===== config.mk =====
export PLATFORM = sky130hd
export DESIGN_NAME = cpu_ctl_regs
export DESIGN_NICKNAME = d
export VERILOG_FILES = /design/src/logic/cpu_ctl_pkg.sv /design/src/logic/cpu_ctl_regs.sv
export VERILOG_INCLUDE_DIRS = /design/src /design/src/logic
export SDC_FILE = /design/constraint.sdc
export NUM_CORES = 1
export LEC_CHECK = 0
export ABC_AREA = 1
export ABC_CLOCK_PERIOD_IN_PS = 4550
export BUFFER_PORTS_ARGS = -buffer_cell sky130_fd_sc_hd__buf_2
export CAP_MARGIN = 10
export CORE_MARGIN = 4
export CORE_UTILIZATION = 40
export CTS_BUF_LIST = sky130_fd_sc_hd__clkbuf_4 sky130_fd_sc_hd__clkbuf_8
export CTS_CLUSTER_SIZE = 8
export DETAILED_ROUTE_END_ITERATION = 10
export HOLD_SLACK_MARGIN = 0.15
export PLACE_DENSITY = 0.68
export SETUP_SLACK_MARGIN = 0.2
export SYNTH_ARGS = -nofsm -noshare
export SYNTH_HDL_FRONTEND = slang
export SYNTH_SLANG_ARGS = --single-unit
export TNS_END_PERCENT = 10

===== constraint.sdc =====
create_clock -name i_clk -period 4.55 [get_ports i_clk]
set_clock_uncertainty 0.15 [all_clocks]
set_input_delay 0.2275 -clock i_clk [delete_from_list [all_inputs] [get_ports i_clk]]
set_output_delay 0.2275 -clock i_clk [all_outputs]
set_load 0.02 [all_outputs]

===== src/logic/cpu_ctl_cfg.svh =====
// Constants of the CPU control block: register offsets, reset values,
// fixed address map boundaries. Included by the design.
`ifndef CPU_CTL_CFG_SVH
`define CPU_CTL_CFG_SVH

// Register offsets on the AXI4-Lite slave
`define OFF_FLAGS       8'h00
`define OFF_PC          8'h04
`define OFF_STATUS      8'h08

// Reset values
`define FLAGS_RESET     8'h02
`define PC_RESET        16'h0000

// Flag word bit positions
`define BIT_IE          7
`define BIT_Z           6
`define BIT_BSH         5
`define BIT_AC          4
`define BIT_BSL         3
`define BIT_ZERO        2
`define BIT_ISP         1
`define BIT_CY          0

// Address map
`define VEC_LO          16'h0000
`define VEC_HI          16'h003f
`define TCALL_LO        16'h0040
`define TCALL_HI        16'h007f
`define FCALL_LO        16'h0800
`define FCALL_HI        16'h0fff
`define GREG_LO         16'hfee0
`define GREG_HI         16'hfeff
`define PERI_LO         16'hff00
`define RAM_TOP         16'hff00
`define NMI_INDEX       5'h01
`define IRQ_BASE_INDEX  5'h02

`endif


===== src/logic/cpu_ctl_pkg.sv =====
// Types shared by the CPU control block and its bench.
// Assumes cpu_ctl_cfg.svh for the numeric constants.
package cpu_ctl_pkg;

	typedef enum logic [2:0] {
		REG_VECTOR = 3'h0,
		REG_TCALL  = 3'h1,
		REG_FCALL  = 3'h2,
		REG_PROG   = 3'h3,
		REG_RAM    = 3'h4,
		REG_GREG   = 3'h5,
		REG_PERI   = 3'h6,
		REG_NONE   = 3'h7
	} region_t;

	typedef enum logic [2:0] {
		ST_VEC_REQ = 3'h0,
		ST_VEC_LO  = 3'h1,
		ST_VEC_HI  = 3'h2,
		ST_RUN     = 3'h3,
		ST_PUSH_F  = 3'h4,
		ST_PUSH_H  = 3'h5,
		ST_PUSH_L  = 3'h6
	} state_t;

	// Events from the instruction sequencer, same clock
	typedef struct packed {
		logic        boundary;
		logic        advance;
		logic [2:0]  length;
		logic        branch;
		logic [15:0] target;
		logic        unmask_all;
		logic        mask_all;
		logic        bank_choose;
		logic [1:0]  bank;
		logic        push_flags;
		logic        pop_flags;
		logic [7:0]  pop_data;
		logic        alu_valid;
		logic [7:0]  alu_a;
		logic [7:0]  alu_b;
		logic        alu_sub;
		logic [7:0]  alu_result;
		logic        alu_carry;
	} core_ctl_t;

	typedef struct packed {
		logic [15:0] addr;
		logic [7:0]  wdata;
		logic        rd;
		logic        wr;
	} mem_req_t;

	typedef struct packed {
		logic        busy;
		logic        accept;
		logic [4:0]  accept_index;
		logic [1:0]  bank;
	} core_stat_t;

endpackage : cpu_ctl_pkg


===== src/logic/cpu_ctl_regs.sv =====
// CPU control state: program counter, flag word, interrupt acceptance,
// vector loading and the fixed 64K address decode, with an AXI4-Lite slave.
// Assumes a sequencer on i_clk and a byte memory answering with rvalid.
`timescale 1ns/1ps
`default_nettype none
`include "cpu_ctl_cfg.svh"

module cpu_ctl_regs #(
	parameter int PROG_BYTES = 24576,
	parameter int RAM_BYTES  = 512,
	parameter int N_IRQ      = 9
) (
	// Clock and reset
	input  wire logic                   i_clk,
	input  wire logic                   i_rst_n,
	// AXI4-Lite slave
	input  wire logic                   i_awvalid,
	output logic                        o_awready,
	input  wire logic [7:0]             i_awaddr,
	input  wire logic                   i_wvalid,
	output logic                        o_wready,
	input  wire logic [31:0]            i_wdata,
	input  wire logic [3:0]             i_wstrb,
	output logic                        o_bvalid,
	input  wire logic                   i_bready,
	output logic [1:0]                  o_bresp,
	input  wire logic                   i_arvalid,
	output logic                        o_arready,
	input  wire logic [7:0]             i_araddr,
	output logic                        o_rvalid,
	input  wire logic                   i_rready,
	output logic [31:0]                 o_rdata,
	output logic [1:0]                  o_rresp,
	// Sequencer side
	input  wire cpu_ctl_pkg::core_ctl_t i_ctl,
	input  wire logic [15:0]            i_sp,
	input  wire logic [15:0]            i_data_addr,
	output cpu_ctl_pkg::core_stat_t     o_stat,
	output logic [15:0]                 o_pc,
	output logic [7:0]                  o_flags,
	output cpu_ctl_pkg::region_t        o_fetch_region,
	output cpu_ctl_pkg::region_t        o_data_region,
	// Interrupt requests
	input  wire logic                   i_nmi,
	input  wire logic [N_IRQ-1:0]       i_irq,
	input  wire logic [N_IRQ-1:0]       i_irq_mask,
	input  wire logic [N_IRQ-1:0]       i_irq_low_prio,
	// Byte memory port
	output cpu_ctl_pkg::mem_req_t       o_mem,
	input  wire logic [7:0]             i_mem_rdata,
	input  wire logic                   i_mem_rvalid
);

	// Sizes the map cannot hold are refused at elaboration; index 31 is the
	// last vector slot, so at most 30 maskable sources fit
	if (!(PROG_BYTES == 8192 || PROG_BYTES == 16384 || PROG_BYTES == 24576))
	begin : bad_prog_size
		$error("PROG_BYTES not supported");
	end
	if (!(RAM_BYTES == 256 || RAM_BYTES == 384 || RAM_BYTES == 512))
	begin : bad_ram_size
		$error("RAM_BYTES not supported");
	end
	if (N_IRQ < 1 || N_IRQ > 30)
	begin : bad_irq_count
		$error("N_IRQ out of range");
	end

	// Program end and RAM floor follow the variant sizes
	localparam logic [15:0] PROG_END = 16'(PROG_BYTES);
	localparam logic [15:0] RAM_LO   = 16'(`RAM_TOP - RAM_BYTES);

	// Fixed map decode, shared by fetch and data paths
	function automatic cpu_ctl_pkg::region_t decode(input logic [15:0] a);
		cpu_ctl_pkg::region_t r;
		r = cpu_ctl_pkg::REG_NONE;
		if (a >= `PERI_LO)
			r = cpu_ctl_pkg::REG_PERI;
		else if (a >= `GREG_LO)
			r = cpu_ctl_pkg::REG_GREG;
		else if (a >= RAM_LO)
			r = cpu_ctl_pkg::REG_RAM;
		else if (a <= `VEC_HI)
			r = cpu_ctl_pkg::REG_VECTOR;
		else if (a <= `TCALL_HI)
			r = cpu_ctl_pkg::REG_TCALL;
		else if (a >= `FCALL_LO && a <= `FCALL_HI)
			r = cpu_ctl_pkg::REG_FCALL;
		else if (a < PROG_END)
			r = cpu_ctl_pkg::REG_PROG;
		return r;
	endfunction : decode

	// Carry out of bit 3 on add, borrow into bit 3 on subtract
	function automatic logic half_carry(input logic [7:0] a, input logic [7:0] b,
		input logic sub);
		logic [4:0] s;
		s = sub ? ({1'b0, a[3:0]} - {1'b0, b[3:0]}) : ({1'b0, a[3:0]} + {1'b0, b[3:0]});
		return s[4];
	endfunction : half_carry

	// Sequencer state, stacked flags and held write halves
	cpu_ctl_pkg::state_t state;
	cpu_ctl_pkg::state_t next_state;
	logic [7:0]  saved_flags;
	logic [7:0]  vec_lo;
	logic [4:0]  src_index;
	logic        aw_got;
	logic        w_got;
	logic [7:0]  waddr;
	logic [31:0] wdata;
	logic [3:0]  wstrb;

	// Interrupt eligibility and lowest-index pick
	wire logic             ie  = o_flags[`BIT_IE];
	wire logic             inservice_priority_flag = o_flags[`BIT_ISP];
	wire logic [N_IRQ-1:0] eligible = i_irq & ~i_irq_mask & (~i_irq_low_prio | {N_IRQ{inservice_priority_flag}})
		& {N_IRQ{ie}};
	logic [4:0] pick;
	always_comb
	begin
		pick = 5'h00;
		for (int k = N_IRQ - 1; k >= 0; k--)
			if (eligible[k])
				pick = 5'(k) + `IRQ_BASE_INDEX;
	end
	// Entry waits for a boundary outside a push so stack writes never interleave
	wire logic in_run  = (state == cpu_ctl_pkg::ST_RUN);
	wire logic take    = in_run && i_ctl.boundary && !i_ctl.push_flags
		&& (i_nmi || eligible != '0);
	wire logic [4:0] take_index = i_nmi ? `NMI_INDEX : pick;
	wire logic [15:0] vec_addr = {10'h000, src_index, 1'b0};

	// AXI write channel handshakes; both halves in either order
	wire logic aw_fire  = i_awvalid && o_awready;
	wire logic w_fire   = i_wvalid && o_wready;
	wire logic [7:0]  aw_a = aw_fire ? i_awaddr : waddr;
	wire logic [31:0] w_d  = w_fire ? i_wdata : wdata;
	wire logic [3:0]  w_s  = w_fire ? i_wstrb : wstrb;
	wire logic do_write = (aw_got || aw_fire) && (w_got || w_fire) && !o_bvalid;
	wire logic wr_flags = do_write && aw_a == `OFF_FLAGS && w_s[0];
	wire logic wr_pc    = do_write && aw_a == `OFF_PC;
	wire logic wr_ok    = aw_a == `OFF_FLAGS || aw_a == `OFF_PC || aw_a == `OFF_STATUS;
	wire logic next_aw_got = (aw_got || aw_fire) && !do_write;
	wire logic next_w_got  = (w_got || w_fire) && !do_write;
	wire logic next_bvalid = do_write || (o_bvalid && !i_bready);

	// AXI read channel
	wire logic ar_fire = i_arvalid && o_arready;
	wire logic next_rvalid = ar_fire || (o_rvalid && !i_rready);
	wire logic rd_ok = i_araddr == `OFF_FLAGS || i_araddr == `OFF_PC
		|| i_araddr == `OFF_STATUS;
	wire logic [31:0] rd_val =
		(i_araddr == `OFF_FLAGS)  ? {24'h000000, o_flags} :
		(i_araddr == `OFF_PC)     ? {16'h0000, o_pc} :
		(i_araddr == `OFF_STATUS) ? {24'h000000, o_stat.busy, state, src_index[3:0]} :
		32'h00000000;

	// Flag word next value; accept clears IE after all other sources
	logic [7:0] next_flags;
	always_comb
	begin
		next_flags = o_flags;
		if (in_run && i_ctl.alu_valid)
		begin
			next_flags[`BIT_Z]  = (i_ctl.alu_result == 8'h00);
			next_flags[`BIT_AC] = half_carry(i_ctl.alu_a, i_ctl.alu_b, i_ctl.alu_sub);
			next_flags[`BIT_CY] = i_ctl.alu_carry;
		end
		if (in_run && i_ctl.bank_choose)
			{next_flags[`BIT_BSH], next_flags[`BIT_BSL]} = i_ctl.bank;
		if (in_run && i_ctl.pop_flags)
			next_flags = i_ctl.pop_data;
		if (in_run && i_ctl.unmask_all)
			next_flags[`BIT_IE] = 1'b1;
		if (in_run && i_ctl.mask_all)
			next_flags[`BIT_IE] = 1'b0;
		if (wr_flags)
			next_flags = w_d[7:0];
		if (take)
			next_flags[`BIT_IE] = 1'b0;
		next_flags[`BIT_ZERO] = 1'b0;
	end

	// Program counter next value
	logic [15:0] next_pc;
	always_comb
	begin
		next_pc = o_pc;
		if (in_run && i_ctl.branch)
			next_pc = i_ctl.target;
		else if (in_run && i_ctl.advance)
			next_pc = o_pc + {13'h0000, i_ctl.length};
		if (wr_pc && in_run)
		begin
			if (w_s[0])
				next_pc[7:0] = w_d[7:0];
			if (w_s[1])
				next_pc[15:8] = w_d[15:8];
		end
		if (state == cpu_ctl_pkg::ST_VEC_HI && i_mem_rvalid)
			next_pc = {i_mem_rdata, vec_lo};
	end

	// Sequencer: vector fetch and interrupt stacking
	cpu_ctl_pkg::mem_req_t next_mem;
	always_comb
	begin
		next_state = state;
		next_mem   = '0;
		case (state)
			cpu_ctl_pkg::ST_VEC_REQ:
			begin
				next_mem.rd   = 1'b1;
				next_mem.addr = vec_addr;
				next_state    = cpu_ctl_pkg::ST_VEC_LO;
			end
			cpu_ctl_pkg::ST_VEC_LO:
				if (i_mem_rvalid)
				begin
					next_mem.rd   = 1'b1;
					next_mem.addr = vec_addr | 16'h0001;
					next_state    = cpu_ctl_pkg::ST_VEC_HI;
				end
			cpu_ctl_pkg::ST_VEC_HI:
				if (i_mem_rvalid)
					next_state = cpu_ctl_pkg::ST_RUN;
			cpu_ctl_pkg::ST_RUN:
				if (take)
					next_state = cpu_ctl_pkg::ST_PUSH_F;
				else if (i_ctl.push_flags)
				begin
					next_mem.wr    = 1'b1;
					next_mem.addr  = i_sp - 16'h0001;
					next_mem.wdata = o_flags;
				end
			cpu_ctl_pkg::ST_PUSH_F:
			begin
				next_mem.wr    = 1'b1;
				next_mem.addr  = i_sp - 16'h0001;
				next_mem.wdata = saved_flags;
				next_state     = cpu_ctl_pkg::ST_PUSH_H;
			end
			cpu_ctl_pkg::ST_PUSH_H:
			begin
				next_mem.wr    = 1'b1;
				next_mem.addr  = i_sp - 16'h0002;
				next_mem.wdata = o_pc[15:8];
				next_state     = cpu_ctl_pkg::ST_PUSH_L;
			end
			cpu_ctl_pkg::ST_PUSH_L:
			begin
				next_mem.wr    = 1'b1;
				next_mem.addr  = i_sp - 16'h0003;
				next_mem.wdata = o_pc[7:0];
				next_state     = cpu_ctl_pkg::ST_VEC_REQ;
			end
			default:
				next_state = cpu_ctl_pkg::ST_VEC_REQ;
		endcase
	end

	// Control state and core-facing outputs
	always_ff @(posedge i_clk)
	begin
		if (!i_rst_n)
		begin
			state          <= cpu_ctl_pkg::ST_VEC_REQ;
			o_flags        <= `FLAGS_RESET;
			o_pc           <= `PC_RESET;
			saved_flags    <= `FLAGS_RESET;
			src_index      <= 5'h00;
			vec_lo         <= 8'h00;
			o_mem          <= '0;
			o_stat         <= '0;
			o_fetch_region <= cpu_ctl_pkg::REG_VECTOR;
			o_data_region  <= cpu_ctl_pkg::REG_VECTOR;
		end
		else
		begin
			state          <= next_state;
			o_flags        <= next_flags;
			o_pc           <= next_pc;
			o_mem          <= next_mem;
			o_fetch_region <= decode(next_pc);
			o_data_region  <= decode(i_data_addr);
			if (take)
			begin
				saved_flags <= o_flags;                    // Value before IE clears
				src_index   <= take_index;
			end
			if (state == cpu_ctl_pkg::ST_VEC_LO && i_mem_rvalid)
				vec_lo <= i_mem_rdata;
			o_stat.busy         <= next_state != cpu_ctl_pkg::ST_RUN;
			o_stat.accept       <= take;
			o_stat.accept_index <= take ? take_index : o_stat.accept_index;
			o_stat.bank         <= {next_flags[`BIT_BSH], next_flags[`BIT_BSL]};
		end
	end

	// AXI4-Lite slave registers; unmapped offsets answer SLVERR
	always_ff @(posedge i_clk)
	begin
		if (!i_rst_n)
		begin
			aw_got    <= 1'b0;
			w_got     <= 1'b0;
			waddr     <= 8'h00;
			wdata     <= 32'h00000000;
			wstrb     <= 4'h0;
			o_awready <= 1'b0;
			o_wready  <= 1'b0;
			o_bvalid  <= 1'b0;
			o_bresp   <= 2'h0;
			o_arready <= 1'b0;
			o_rvalid  <= 1'b0;
			o_rdata   <= 32'h00000000;
			o_rresp   <= 2'h0;
		end
		else
		begin
			aw_got    <= next_aw_got;
			w_got     <= next_w_got;
			waddr     <= aw_a;
			wdata     <= w_d;
			wstrb     <= w_s;
			o_awready <= !next_aw_got && !next_bvalid;
			o_wready  <= !next_w_got && !next_bvalid;
			o_bvalid  <= next_bvalid;
			// Response codes change only when a transfer is taken
			if (do_write)
				o_bresp <= wr_ok ? 2'h0 : 2'h2;
			o_arready <= !next_rvalid;
			o_rvalid  <= next_rvalid;
			if (ar_fire)
			begin
				o_rdata <= rd_val;
				o_rresp <= rd_ok ? 2'h0 : 2'h2;
			end
		end
	end

endmodule : cpu_ctl_regs

`default_nettype wire


After elaboration in Yosys (flattened, before gate mapping)
Index checks and enable logic that the tools add are counted.

Add/sub/neg operators: 6. Bitwise operators: 7. Reductions and logical operators: 59. Equal/unequal tests: 11. Muxes and demuxes: 62. $lt $le $gt $ge: 16.

Operators with widths (count): $mux 16 (7); $ge 16x16->1 const B (6); $pmux 16 s6 (1); $mux 3 (17); $mux 24 (2); $mux 8 (6); $mux 5 (9); $ge 16x12->1 const B (2); $le 16x12->1 const B (2); $le 16x6->1 const B (2); $le 16x7->1 const B (2); $lt 16x15->1 const B (2); $pmux 8 s4 (1); $sub 16x2->16 const B (2); $logic_and 1x1->1 (29); $and 9x9->9 (3); $logic_not 8->1 (3); $not 9->9 (2); $pmux 3 s6 (1); $add 16x3->16 (1); $eq 8x3->1 const B (2); $eq 8x4->1 const B (2); $sub 16x1->16 const B (1); $mux 1 (10); other kinds (21) (46).

Output and inout bits: 106. Register bits after elaboration: 151. Word-level logic and storage cells: 194.

Depth between registers and ports, before layout
Word-level depth: 16. Mapped depth: 20. Mapped depth without buffers: 20.

Worst setup path after synthesis
No wires, ideal clock.

Kind: register -> register. Start: register o_pc[0]. End: register o_fetch_region[1]. Setup slack: 1.875 ns. Arrival: 2.393 ns. Period minus slack after synthesis: 2.675 ns. Path buffers: 0. Library setup time: 0.132 ns. Cell stages (with the launch flop): 18. Cells stage by stage: dfxtp_1 ha_1 inv_1 fa_1 inv_1 nand3_1 nand2_1 nand3_2 nor2_2 nand3_1 nand3_1 nand2_2 nand2_2 nand2_2 nor2_1 nand2_1 o21ai_0 a21oi_1.

Word-level cells in the longest chain between the ends: 14.

RTL lines: from (decl) (RTL line cpu_ctl_regs.sv:39) `output logic [15:0] o_pc,`; from (signal assigned) (RTL line cpu_ctl_regs.sv:270) `` o_pc <= `PC_RESET; ``; from (signal assigned) (RTL line cpu_ctl_regs.sv:283) `o_pc <= next_pc;`; $add 16x3->16 (RTL line cpu_ctl_regs.sv:193) `next_pc = o_pc + {13'h0000, i_ctl.length};`; $mux 16 * (RTL line cpu_ctl_regs.sv:192) `else if (in_run && i_ctl.advance)`; $mux 16 * (RTL line cpu_ctl_regs.sv:190) `if (in_run && i_ctl.branch)`; $mux 8 (on tied branches) (RTL line cpu_ctl_regs.sv:196, cpu_ctl_regs.sv:198); $mux 16 * (RTL line cpu_ctl_regs.sv:194) `if (wr_pc && in_run)`; $mux 16 * (RTL line cpu_ctl_regs.sv:201) `if (state == cpu_ctl_pkg::ST_VEC_HI && i_mem_rvalid)`; $ge 16x12->1 (no source line) or $le 16x12->1 (tied branches); $logic_and 1x1->1 (no source line); $mux 3 (RTL line cpu_ctl_regs.sv:87) `` else if (a >= `FCALL_LO && a <= `FCALL_HI) ``; $mux 3 (RTL line cpu_ctl_regs.sv:85) `` else if (a <= `TCALL_HI) ``; $mux 3 (RTL line cpu_ctl_regs.sv:83) `` else if (a <= `VEC_HI) ``; $mux 3 (RTL line cpu_ctl_regs.sv:81) `else if (a >= RAM_LO)`; $mux 3 (RTL line cpu_ctl_regs.sv:79) `` else if (a >= `GREG_LO) ``; $mux 3 * (RTL line cpu_ctl_regs.sv:77) `` if (a >= `PERI_LO) ``; to (signal assigned) (RTL line cpu_ctl_regs.sv:276) `o_fetch_region <= cpu_ctl_pkg::REG_VECTOR;`; to (signal assigned) (RTL line cpu_ctl_regs.sv:285) `o_fetch_region <= decode(next_pc);`; to (decl) (RTL line cpu_ctl_regs.sv:41) `output cpu_ctl_pkg::region_t o_fetch_region,`.

Every way passes the cells marked *; elsewhere a longest branch is shown, timed or not. A chain may end at the register's enable or synchronous reset.

Worst setup path after layout
Start: register o_awready. End: register o_flags[7].

Word-level cells in the longest chain between the ends: 7.

RTL lines: from (decl) (RTL line cpu_ctl_regs.sv:18) `output logic o_awready,`; from (signal assigned) (RTL line cpu_ctl_regs.sv:327) `o_awready <= !next_aw_got && !next_bvalid;`; $logic_and 1x1->1 * (RTL line cpu_ctl_regs.sv:135) `wire logic aw_fire = i_awvalid && o_awready;`; branches (longest 3 deep; another with $mux 8); $logic_and 1x1->1 (no source line) *; $logic_and 1x1->1 * (RTL line cpu_ctl_regs.sv:141) `` wire logic wr_flags = do_write && aw_a == `OFF_FLAGS && w_s[0]; ``; $reduce_bool 4->1 (no source line) or $mux 8 (tied branches); to (signal assigned) (RTL line cpu_ctl_regs.sv:269) `` o_flags <= `FLAGS_RESET; ``; to (signal assigned) (RTL line cpu_ctl_regs.sv:282) `o_flags <= next_flags;`; to (decl) (RTL line cpu_ctl_regs.sv:40) `output logic [7:0] o_flags,`.

Every way passes the cells marked *.

==> impl_metrics.ini <==
[sta]
tightestPinTransition_ns = 0.816
finalCritPeriodShare_pct = 83.9
setup_viol_count_final = 0
slew_headroom_pct = 45.6
finalHoldViolations = 0
min_period_ns = 3.82
slew_violations = 0
finalWorstSetupSlack_ns = 0.731
rsz0062_at_grt = no
tns_ns = 0
fmax_mhz = 262

[worst_setup_path]
reg2reg_depth = 12
worstPathRequired_ns = 4.75
r2r_end = o_flags[7]
arrival_ns = 4.01
worstSetupEndpointType = register
path_max_fanout = 16
path_class = register to register
r2r_slack_ns = 0.73
reg2reg_from = o_awready
start_kind = register

[placement]
place_hpwl_microns = 20200
pre_cts_slack_ns = 1.57
finalWeightedCongestion = 0.934
numPortBuffers = 245

[global_routing]
met3_usage_pct = 4.66
grt.met1_usage_pct = 30.9
grt-busiest-layer = met2
grt_pass1_wl_microns = 43200
antenna_found_initial = 0
grt_pass1_vias = 8536
met2_usage_pct = 43.0
grt.total_usage_pct = 24.3
grt_max_degree = 76
gr-total-overflow = 0

[yosys]
synth-async-reset-ratio_pct = 0
synth_edf_count = 0
synth.area.top_cells = dfxtp_1 33%, nand2_1 11%, nor2_1 8.1%, inv_1 7.6%, a21oi_1 4.3%
yosysTopAreaCell = dfxtp_1
yosysWarnings = 0
yosys.area.top_type_share_pct = 33.1
syn_area_sq_um = 7870
yosysSeqAreaShare_pct = 33.1
synth-main-ff-cell = dfxtp_1
netlist_instances = 1189
yosysUniqueCellTypes = 61
synth_seq_cells = 130
syn_avg_cell_area_sq_um = 6.62

[final_layout]
num-nets-final = 1734
area_delta_synth_final_pct = 35.8
drive_gt1_share_pct = 22.6
mostFrequentLayoutCell = buf_2
final_cell_mix = 245 x buf_2, 234 x nand2_1, 169 x nor2_1

[cts]
post_cts_buffers = 0
cts_root_buf = clkbuf_8
clk_pin_slew_ns = 0.10
clk_path_buf_depth = 2
cts_hold_buffers = 114
cts_tree = built
post_cts_resized = 0
cts_buffers = 17
clk_latency_ns = 0.47
clock-sinks = 130
htreeDepth = 4

[power_and_ir_drop]
p_per_area_nw_per_um2 = 281
leakagePower_uw = 0.00515
ir_drop_mv = 0.180

[hold_path]
hold_class = input pin to register
hold_path_depth = 7
holdPathEnd = o_pc[5]
hold_start = i_ctl[47]

[detailed_routing]
via_per_inst = 5.01
drt_iter0_markers = 667
vias = 9051
drt-total-wl_microns = 27500
remaining_drc_errors = 0
post_drt_wl_per_cell_microns = 15.2
dr.pass1.iters = 5
drtAntennaViolNets = 0

[die]
start_util_pct = 40.6
die_w_microns = 148
die_h_microns = 148
boundaryPins = 298
rows = 51
die_area_sq_um = 22000
core_area_sq_um = 19400

[status]
status = finished, final reports clean

[job]
cap_viol_max_count = 0
[critical path, cell delays in order (launching register included)]
cell,delay [ns]
dfxtp_1,0.57
nand3_1,0.13
dlygate4sd3_1,0.57
nand2_1,0.09
nand2_2,0.10
nor2_8,0.24
nand3_2,0.31
nand2_2,0.20
inv_1,0.06
nand4_1,0.07
dlygate4sd3_1,0.56
a21oi_1,0.06
dlygate4sd3_1,0.57
[power by group]
part	leakage [uW]	internal [uW]	total [uW]	switching, uW
combinational	0.00389	283	731	448
clock	0.000200	458	1010	549
sequential	0.00106	1210	1270	56.1
[per-stage QoR]
step	hold WS, ns	std cells	area (sq um)	power, uW	util [%]
after global routing	0.210	1807	10700	3160	55.1
after detailed placement	0.294	1661	9140	1940	47.1
after floorplan	0.199	1208	7940	1730	-
final	0.181	1808	10700	3000	55.1
after CTS	0.165	1807	10700	3020	55.1
after global placement	0.286	1661	9140	1940	47.1
[metal layers]
layer	wire (microns)	share of wire, %	vias up
met5	0	0	-
met4	419	1.5	0
li1	-	-	4570
met1	11700	42	4097
met2	13400	49	344
met3	2010	7.3	40
[synth_stat cells (10+ instances only)]
master	number
a211oi_1	15
a21oi_1	67
buf_4	28
clkbuf_1	20
dfxtp_1	130
ha_1	12
inv_1	159
nand2_1	234
nand2_2	18
nand3_1	66
nand4_1	21
nor2_1	169
nor3_1	13
nor4_1	10
o21ai_0	65
o22ai_1	29
or2_2	14
[kinds of logic (layout without fill, tap and decap cells)]
family | Yosys count | count (layout) | share of synthesized area [%]
adders and majority gates | 13 | 13 | 2.16
buffers and inverters | 229 | 563 | 12.9
other | 1 | 21 | 0.0477
DFF | 130 | 130 | 33.1
and+or+nand+nor | 577 | 577 | 33.3
muxes | 5 | 5 | 0.652
AOI/OAI and AO/OA | 229 | 229 | 17.3
xor gates and xnor gates | 5 | 5 | 0.557
[area by class of cell]
type,instances,area [sq um]
timing repair buffer,361,2380
antenna,1,2.50
tap,265,332
multi-input combinational,849,4320
fill,1906,8720
clock buffer,17,234
inverter,170,643
clock inverter,15,161
sequential,130,2600
[sequential cells by signal, summed over array words and instances, names as in the netlist, 2 cells and up]
name and flops:
o_data_region 3, o_fetch_region 3, o_flags 7, o_mem 26, o_pc 16, o_rdata 16
o_stat 2, saved_flags 7, src_index 4, state 3, vec_lo 8, waddr 8
wdata 16, wstrb 2
[worst max-delay path by stage]
stage,endpoint,start
3_3_place_gp,o_fetch_region[1],o_awready
4_1_cts,o_flags[7],o_awready
6_report,o_flags[7],o_awready
3_5_place_dp,o_fetch_region[1],o_pc[0]
5_1_grt,o_flags[7],o_wready
2_1_floorplan,o_fetch_region[1],o_pc[0]
(Power assumes the default switching activity.)
